$ cat src/logic/notify_pkg.sv
/*
  Constants shared by the standard event notification block.
  Assumes a 32-bit APB master and per-event fault levels from the detectors.
*/
package notify_pkg;

  // ****************************************************************
  // Widths
  // ****************************************************************
  localparam int EVENT_COUNT = 10;
  localparam int MASK_W = 16;
  localparam int EVENT_LSB = 6;
  localparam int ADDR_W = 12;
  localparam int DATA_W = 32;
  localparam int DIO_PINS_DEFAULT = 2;

  // ****************************************************************
  // Register indices; byte address is four times the index
  // ****************************************************************
  localparam logic [ADDR_W-1:0] MASK_IDX = 12'h08E;
  localparam logic [ADDR_W-1:0] ROLE_IDX = 12'h0C0;
  localparam logic [ADDR_W-1:0] INT_STAT_IDX = 12'h0C1;
  localparam logic [ADDR_W-1:0] INT_MASK_IDX = 12'h0C2;
  localparam logic [ADDR_W-1:0] FAULT_IDX = 12'h0C3;
  localparam logic [ADDR_W-1:0] MASK_ADDR = {MASK_IDX[ADDR_W-3:0], 2'b00};
  localparam logic [ADDR_W-1:0] ROLE_ADDR = {ROLE_IDX[ADDR_W-3:0], 2'b00};
  localparam logic [ADDR_W-1:0] INT_STAT_ADDR = {INT_STAT_IDX[ADDR_W-3:0], 2'b00};
  localparam logic [ADDR_W-1:0] INT_MASK_ADDR = {INT_MASK_IDX[ADDR_W-3:0], 2'b00};
  localparam logic [ADDR_W-1:0] FAULT_ADDR = {FAULT_IDX[ADDR_W-3:0], 2'b00};

  // ****************************************************************
  // Enable bit positions in the mask register
  // ****************************************************************
  localparam int CURRENT_HIGH_FAULT_BIT = 15;
  localparam int VOLTAGE_HIGH_FAULT_BIT = 14;
  localparam int POWER_HIGH_FAULT_BIT = 13;
  localparam int VOLTAGE_LOW_FAULT_BIT = 12;
  localparam int FREQUENCY_HIGH_FAULT_BIT = 11;
  localparam int FREQUENCY_LOW_FAULT_BIT = 10;
  localparam int TEMPERATURE_HIGH_FAULT_BIT = 9;
  localparam int TEMPERATURE_LOW_FAULT_BIT = 8;
  localparam int VOLTAGE_DIP_FAULT_BIT = 7;
  localparam int VOLTAGE_SPIKE_FAULT_BIT = 6;

  // ****************************************************************
  // Reset values
  // ****************************************************************
  localparam logic [MASK_W-1:0] MASK_RESET = 16'h0000;
  localparam logic [EVENT_COUNT-1:0] EVENT_RESET = 10'h000;
  localparam logic [DATA_W-1:0] DATA_RESET = 32'h0000_0000;

endpackage : notify_pkg

$ cat src/logic/notify_combine.sv
/*
  Gates fault levels with their enable bits and ORs them to one level.
  Assumes fault and enable vectors of equal width and order.
*/
`timescale 1ns/100ps
module notify_combine #(
  parameter int N = 10
) (
  input wire logic [N-1:0] fault,
  input wire logic [N-1:0] enable,
  output logic level
);

  // ****************************************************************
  // AND-OR reduction
  // ****************************************************************
  assign level = |(fault & enable);

endmodule : notify_combine

$ cat src/logic/std_event_notify.sv
/*
  Standard event notification mask with APB register access and interrupt.
  Assumes APB signals and fault levels synchronous to clk.
*/
// The APB register port is this design's own decision.
// Functional notes
// - Sixteen-bit mask register at index 0x008E, read/write, zero after reset.
// - Mask contents decide which faults may move the standard notification pin.
// - Only pins given the standard role by the role setting are affected.
// - Any mix of enables may be set; each acts on its own.
// - Enabled fault drives pin high; bits 15 to 6 order the ten events.
// - Disabled fault leaves the pin untouched.
`timescale 1ns/100ps
module std_event_notify #(
  parameter int DIO_PINS = notify_pkg::DIO_PINS_DEFAULT
) (
  input wire logic clk,
  input wire logic rst_b,
  input wire logic psel,
  input wire logic penable,
  input wire logic pwrite,
  input wire logic [notify_pkg::ADDR_W-1:0] paddr,
  input wire logic [notify_pkg::DATA_W-1:0] pwdata,
  input wire logic [3:0] pstrb,
  output logic [notify_pkg::DATA_W-1:0] prdata,
  output logic pready,
  output logic pslverr,
  input wire logic current_high_fault,
  input wire logic voltage_high_fault,
  input wire logic power_high_fault,
  input wire logic voltage_low_fault,
  input wire logic frequency_high_fault,
  input wire logic frequency_low_fault,
  input wire logic temperature_high_fault,
  input wire logic temperature_low_fault,
  input wire logic voltage_dip_fault,
  input wire logic voltage_spike_fault,
  output logic [DIO_PINS-1:0] dio_std_out,
  output logic [DIO_PINS-1:0] dio_std_oe,
  output logic irq
);

  localparam int EC = notify_pkg::EVENT_COUNT;

  // ****************************************************************
  // Parameter check
  // ****************************************************************
  generate
    if (DIO_PINS < 1 || DIO_PINS > 16) begin : g_bad_pins
      $error("DIO_PINS must lie between 1 and 16");
    end
  endgenerate

  // ****************************************************************
  // State
  // ****************************************************************
  typedef struct packed {
    logic [EC-1:0] enable;
    logic [DIO_PINS-1:0] role;
    logic [EC-1:0] int_stat;
    logic [EC-1:0] int_mask;
    logic [EC-1:0] fault_prev;
    logic [DIO_PINS-1:0] pin;
    logic [notify_pkg::DATA_W-1:0] rdata;
    logic err;
  } state_t;

  localparam state_t STATE_RESET = '{
    enable: notify_pkg::MASK_RESET[notify_pkg::MASK_W-1:notify_pkg::EVENT_LSB],
    role: '0,
    int_stat: notify_pkg::EVENT_RESET,
    int_mask: notify_pkg::EVENT_RESET,
    fault_prev: notify_pkg::EVENT_RESET,
    pin: '0,
    rdata: notify_pkg::DATA_RESET,
    err: 1'b0
  };

  state_t st_reg;
  state_t st_next;

  // ****************************************************************
  // Helpers
  // ****************************************************************
  function automatic logic [15:0] lane_write(
    input logic [15:0] old_val,
    input logic [15:0] new_val,
    input logic [1:0] strb
  );
    logic [15:0] res;
    res[7:0] = strb[0] ? new_val[7:0] : old_val[7:0];
    res[15:8] = strb[1] ? new_val[15:8] : old_val[15:8];
    return res;
  endfunction : lane_write

  function automatic logic addr_mapped(input logic [notify_pkg::ADDR_W-1:0] a);
    return a == notify_pkg::MASK_ADDR || a == notify_pkg::ROLE_ADDR ||
           a == notify_pkg::INT_STAT_ADDR || a == notify_pkg::INT_MASK_ADDR ||
           a == notify_pkg::FAULT_ADDR;
  endfunction : addr_mapped

  // ****************************************************************
  // Fault vector, bit 9 is mask bit 15
  // ****************************************************************
  logic [EC-1:0] faults;
  logic level;
  logic [EC-1:0] ev_active;
  logic [EC-1:0] new_evt;
  logic setup;
  logic wr_access;
  logic [15:0] wdata16;
  logic [15:0] mask_word;

  assign faults = {current_high_fault, voltage_high_fault, power_high_fault,
                   voltage_low_fault, frequency_high_fault, frequency_low_fault,
                   temperature_high_fault, temperature_low_fault,
                   voltage_dip_fault, voltage_spike_fault};
  assign ev_active = faults & st_reg.enable;
  assign new_evt = faults & ~st_reg.fault_prev;
  assign setup = psel && !penable;
  assign wr_access = psel && penable && pwrite && pready && addr_mapped(paddr);
  assign wdata16 = pwdata[15:0];
  assign mask_word = {st_reg.enable, 6'h00};

  notify_combine #(
    .N(EC)
  ) u_combine (
    .fault(faults),
    .enable(st_reg.enable),
    .level(level)
  );

  // ****************************************************************
  // Next state
  // ****************************************************************
  always_comb begin
    logic [15:0] mw;
    mw = 16'h0000;
    st_next = st_reg;
    st_next.fault_prev = faults;
    if (setup) begin
      st_next.err = !addr_mapped(paddr);
      case (paddr)
        notify_pkg::MASK_ADDR: st_next.rdata = {16'h0000, mask_word};
        notify_pkg::ROLE_ADDR: st_next.rdata = 32'(st_reg.role);
        notify_pkg::INT_STAT_ADDR: st_next.rdata = 32'(st_reg.int_stat);
        notify_pkg::INT_MASK_ADDR: st_next.rdata = 32'(st_reg.int_mask);
        notify_pkg::FAULT_ADDR: st_next.rdata = 32'(faults);
        default: st_next.rdata = notify_pkg::DATA_RESET;
      endcase
    end else if (!(psel && penable)) begin
      st_next.err = 1'b0;
    end
    if (wr_access) begin
      case (paddr)
        notify_pkg::MASK_ADDR: begin
          mw = lane_write(mask_word, wdata16, pstrb[1:0]);
          st_next.enable = mw[notify_pkg::MASK_W-1:notify_pkg::EVENT_LSB];
        end
        notify_pkg::ROLE_ADDR: begin
          mw = lane_write(16'(st_reg.role), wdata16, pstrb[1:0]);
          st_next.role = mw[DIO_PINS-1:0];
        end
        notify_pkg::INT_STAT_ADDR: begin
          mw = lane_write(16'h0000, wdata16, pstrb[1:0]);
          st_next.int_stat = st_reg.int_stat & ~mw[EC-1:0];
        end
        notify_pkg::INT_MASK_ADDR: begin
          mw = lane_write(16'(st_reg.int_mask), wdata16, pstrb[1:0]);
          st_next.int_mask = mw[EC-1:0];
        end
        default: begin
          mw = 16'h0000;
        end
      endcase
    end
    // New events set status after any clear
    st_next.int_stat = st_next.int_stat | new_evt;
    // Pin uses the new role so a dropped pin never stays high
    st_next.pin = level ? st_next.role : '0;
  end

  always_ff @(posedge clk or negedge rst_b) begin
    if (!rst_b) begin
      st_reg <= STATE_RESET;
    end else begin
      st_reg <= st_next;
    end
  end

  // ****************************************************************
  // Outputs
  // ****************************************************************
  assign pready = 1'b1;
  assign prdata = st_reg.rdata;
  assign pslverr = st_reg.err && psel && penable;
  assign dio_std_out = st_reg.pin;
  assign dio_std_oe = st_reg.role;
  assign irq = |(st_reg.int_stat & st_reg.int_mask);

  logic [15:0] exp_mask;
  assign exp_mask = lane_write(mask_word, wdata16, pstrb[1:0]);
endmodule : std_event_notify

$ cat config.mk
export PLATFORM = sky130hd
export DESIGN_NAME = std_event_notify
export DESIGN_NICKNAME = d
export VERILOG_FILES = /design/src/logic/notify_pkg.sv /design/src/logic/notify_combine.sv /design/src/logic/std_event_notify.sv
export SDC_FILE = /design/constraint.sdc
export NUM_CORES = 1
export LEC_CHECK = 0
export ABC_AREA = 1
export BUFFER_PORTS_ARGS = -buffer_cell sky130_fd_sc_hd__clkbuf_2
export CAP_MARGIN = 5
export CELL_PAD_IN_SITES_DETAIL_PLACEMENT = 1
export CELL_PAD_IN_SITES_GLOBAL_PLACEMENT = 1
export CORE_MARGIN = 3
export CORE_UTILIZATION = 37
export DETAILED_ROUTE_END_ITERATION = 7
export PLACE_DENSITY_LB_ADDON = 0.2
export SLEW_MARGIN = 20
export SYNTH_ARGS = -nofsm -noshare
export SYNTH_HDL_FRONTEND = slang
export SYNTH_SLANG_ARGS = --single-unit
$ cat constraint.sdc
create_clock -name clk -period 1.4 [get_ports clk]
set_input_delay 0.21 -clock clk [delete_from_list [all_inputs] [get_ports clk]]
set_output_delay 0.21 -clock clk [all_outputs]
set_load 0.02 [all_outputs]
==> flow_summary.toml <==
[run_status]
status = "complete, but fails checks"
violations = "negative setup slack"

[route]
ant_nets = 0
routed_wl_um = 9764
drc = 0
drtIter0Drc = 108
num_vias = 3028
wl_per_cell_um = 15.50
vias_per_cell = 4.806
drt_pass1_iterations = 4

[finish]
area_delta_synth_final_pct = 23.47
finalInstanceArea_um2 = 4160
final_common_cell = "nand2_1"
fin_nets = 580
diodes = 0
largest_register_ffs = 31
ff_latch_area_um2 = 1526
final_cell_mix = "nand2_1, clkbuf_2, dfrtp_1"
fillers = 1137
final_core_util_pct = 47.47
multi_input_area_um2 = 1426
drive_gt1_share_pct = 29.69

[die]
initial_core_util_pct = 38.45
rows = 34
dieHeight_um = 101.4
io_pins = 102
die_x_um = 101.4
fp.coreArea_um2 = 8763
die_area_um2 = 10290

[power_and_ir_drop]
ir_drop_v = 0.0004431
p_total_mw = 3.733
leakage_nw = 2.289
power.density_nw_per_um2 = 897.4

[worst_setup_path]
startpoint_type = "register"
critPathBufInv = 1
cp_top_family = "flip-flops"
slowest_delay_ns = 0.39
cp.required_ns = 1.19
critPathCaptureType = "output port"
setup.worst_path.class = "reg -> out"
crit_fanout = 2
crit_arrival_ns = 1.42
slowest_stage = "dfrtp_1"
crit_chain = "nand2_1 -> nand2_2 -> a221oi_2 -> nand4_1 -> clkbuf_8"

[synth]
avgSynthCellArea_um2 = 7.891
synth_cell_types = 34
synth-seq-area-share_pct = 45.30
yosysWarnings = 0
ys_ff_latch = 61
synthCells = 427
syn_area_um2 = 3369

[grt]
overflow = 0
antenna_found_initial = 0
grt_use_total_pct = 20.40
busiest_layer = "met2"
grt_pass1_vias = 3199
use_met3_pct = 5.096
grt_first_pass_wirelength_um = 15970
grt_max_degree = 62
use_met1_pct = 25.52
gr-usage-met2_pct = 34.91

[cts]
cts_sinks = 61
clockBufferDepth = 2
htreeDepth = 3
cts_root_buf = "clkbuf_8"
clock_latency_ns = 0.35
clkTransAtPathRegs_ns = 0.08
tritoncts = "yes"
cts_made_buffers = 9

[flow_run]
drv_cap = 0

[timing]
rsz0062_at_grt = "true"
finalHoldViolCount = 0
setup_viol_count_final = 1
period_needed_ns = 1.634
layout_setup_ws_ns = -0.2338
slew_violations = 0
min_period_over_period_pct = 116.7
max_freq_mhz = 612.1
finClkSkew_ns = 0.01157

[placed_design]
place_congestion = 0.8131
postPlaceCellArea_um2 = 3836
hpwl_um = 7378
port_buffers = 66

[hold_path]
hp-class = "in -> reg"
[timing repair]
action | CTS | global route
hold endpoints to repair | 62 | 2
hold buffers | 2 | 2
setup buffers | 5 | 1
gates resized for setup | 5 | 3
endpoints found under the setup margin | 1 | 5
pin swaps | 3 | 1
[metrics by stage]
step | TNS, ns | cells | setup WS [ns] | hold WS (ns)
after global routing | -0.3310 | 630 | -0.3277 | 0.006277
final | -0.2338 | 630 | -0.2338 | 0.02541
after global placement | -3.902 | 604 | -0.1310 | 0.2605
after floorplan | 0 | 442 | 0.1462 | -0.08559
after detailed placement | -6.813 | 604 | -0.2292 | 0.2594
after CTS | -0.2697 | 627 | -0.2697 | 0.005877
[Yosys cell counts (all sizes together)]
cell type	number	area share, %
nand2	160	18
nor3	2	0.78
and2	1	0.26
or2	2	0.37
nand4	29	5.6
o22ai	1	0.19
nand3	17	3.4
a221oi	2	0.52
nand3b	1	0.59
a21oi	1	0.15
dfrtp	61	45
conb	2	0.22
inv	43	4.8
and3	1	0.19
clkinv	2	0.22
o21ai	25	4.6
clkbuf	3	0.33
nor2	30	4.6
buf	43	9.6
a22o	1	0.26
[final timing paths]
check	depth (start not counted)	slack, ns	endpoint	from
max	5	-0.23	irq	st_reg[58]
min	1	0.03	st_reg[35]	voltage_spike_fault
max reg2reg	5	0.07	dio_std_out[0]	mask_word[11]
min reg2reg	3	0.48	st_reg[63]	st_reg[43]
max in group asynchronous	3	0.70	st_reg[0]	rst_b
min in group asynchronous	3	0.41	st_reg[56]	rst_b
[layer usage]
layer  vias up  wire length [um]
met2        78              4902
met4         0               163
met3        14               506
met5         -                 0
li1       1481                 -
met1      1455              4190
[area by class of cell]
cell class | instances | area share (%)
multi-input combinational | 290 | 34.29
timing repair buffer | 110 | 16.93
clock inverter | 6 | 1.714
inverter | 45 | 4.060
clock buffer | 10 | 3.068
tap | 108 | 3.248
sequential | 61 | 36.69
[cells by family after synthesis]
group / count (synthesis) / synth area share (%)
buffers and inverters: 91 / 14.96
other: 2 / 0.2229
and+or+nand+nor: 243 / 33.79
DFF: 61 / 45.30
AOI/OAI and AO/OA: 30 / 5.719
[report_power, final]
group | leakage (nW) | switching, mW | total, mW | internal [mW]
clock network | 0.0931 | 0.783 | 1.62 | 0.834
logic | 1.43 | 0.225 | 0.333 | 0.109
registers | 0.765 | 0.00488 | 1.78 | 1.78
total | 2.29 | 1.01 | 3.73 | 2.72
[worst reg2reg max path, cell delays in order, from the launching register on]
cell and delay [ns]:
dfrtp_1 0.41, a22o_1 0.21, a21oi_1 0.21, nand4_1 0.15
nor2_2 0.17, nor2_1 0.06
Power figures use the tool's default switching activity.
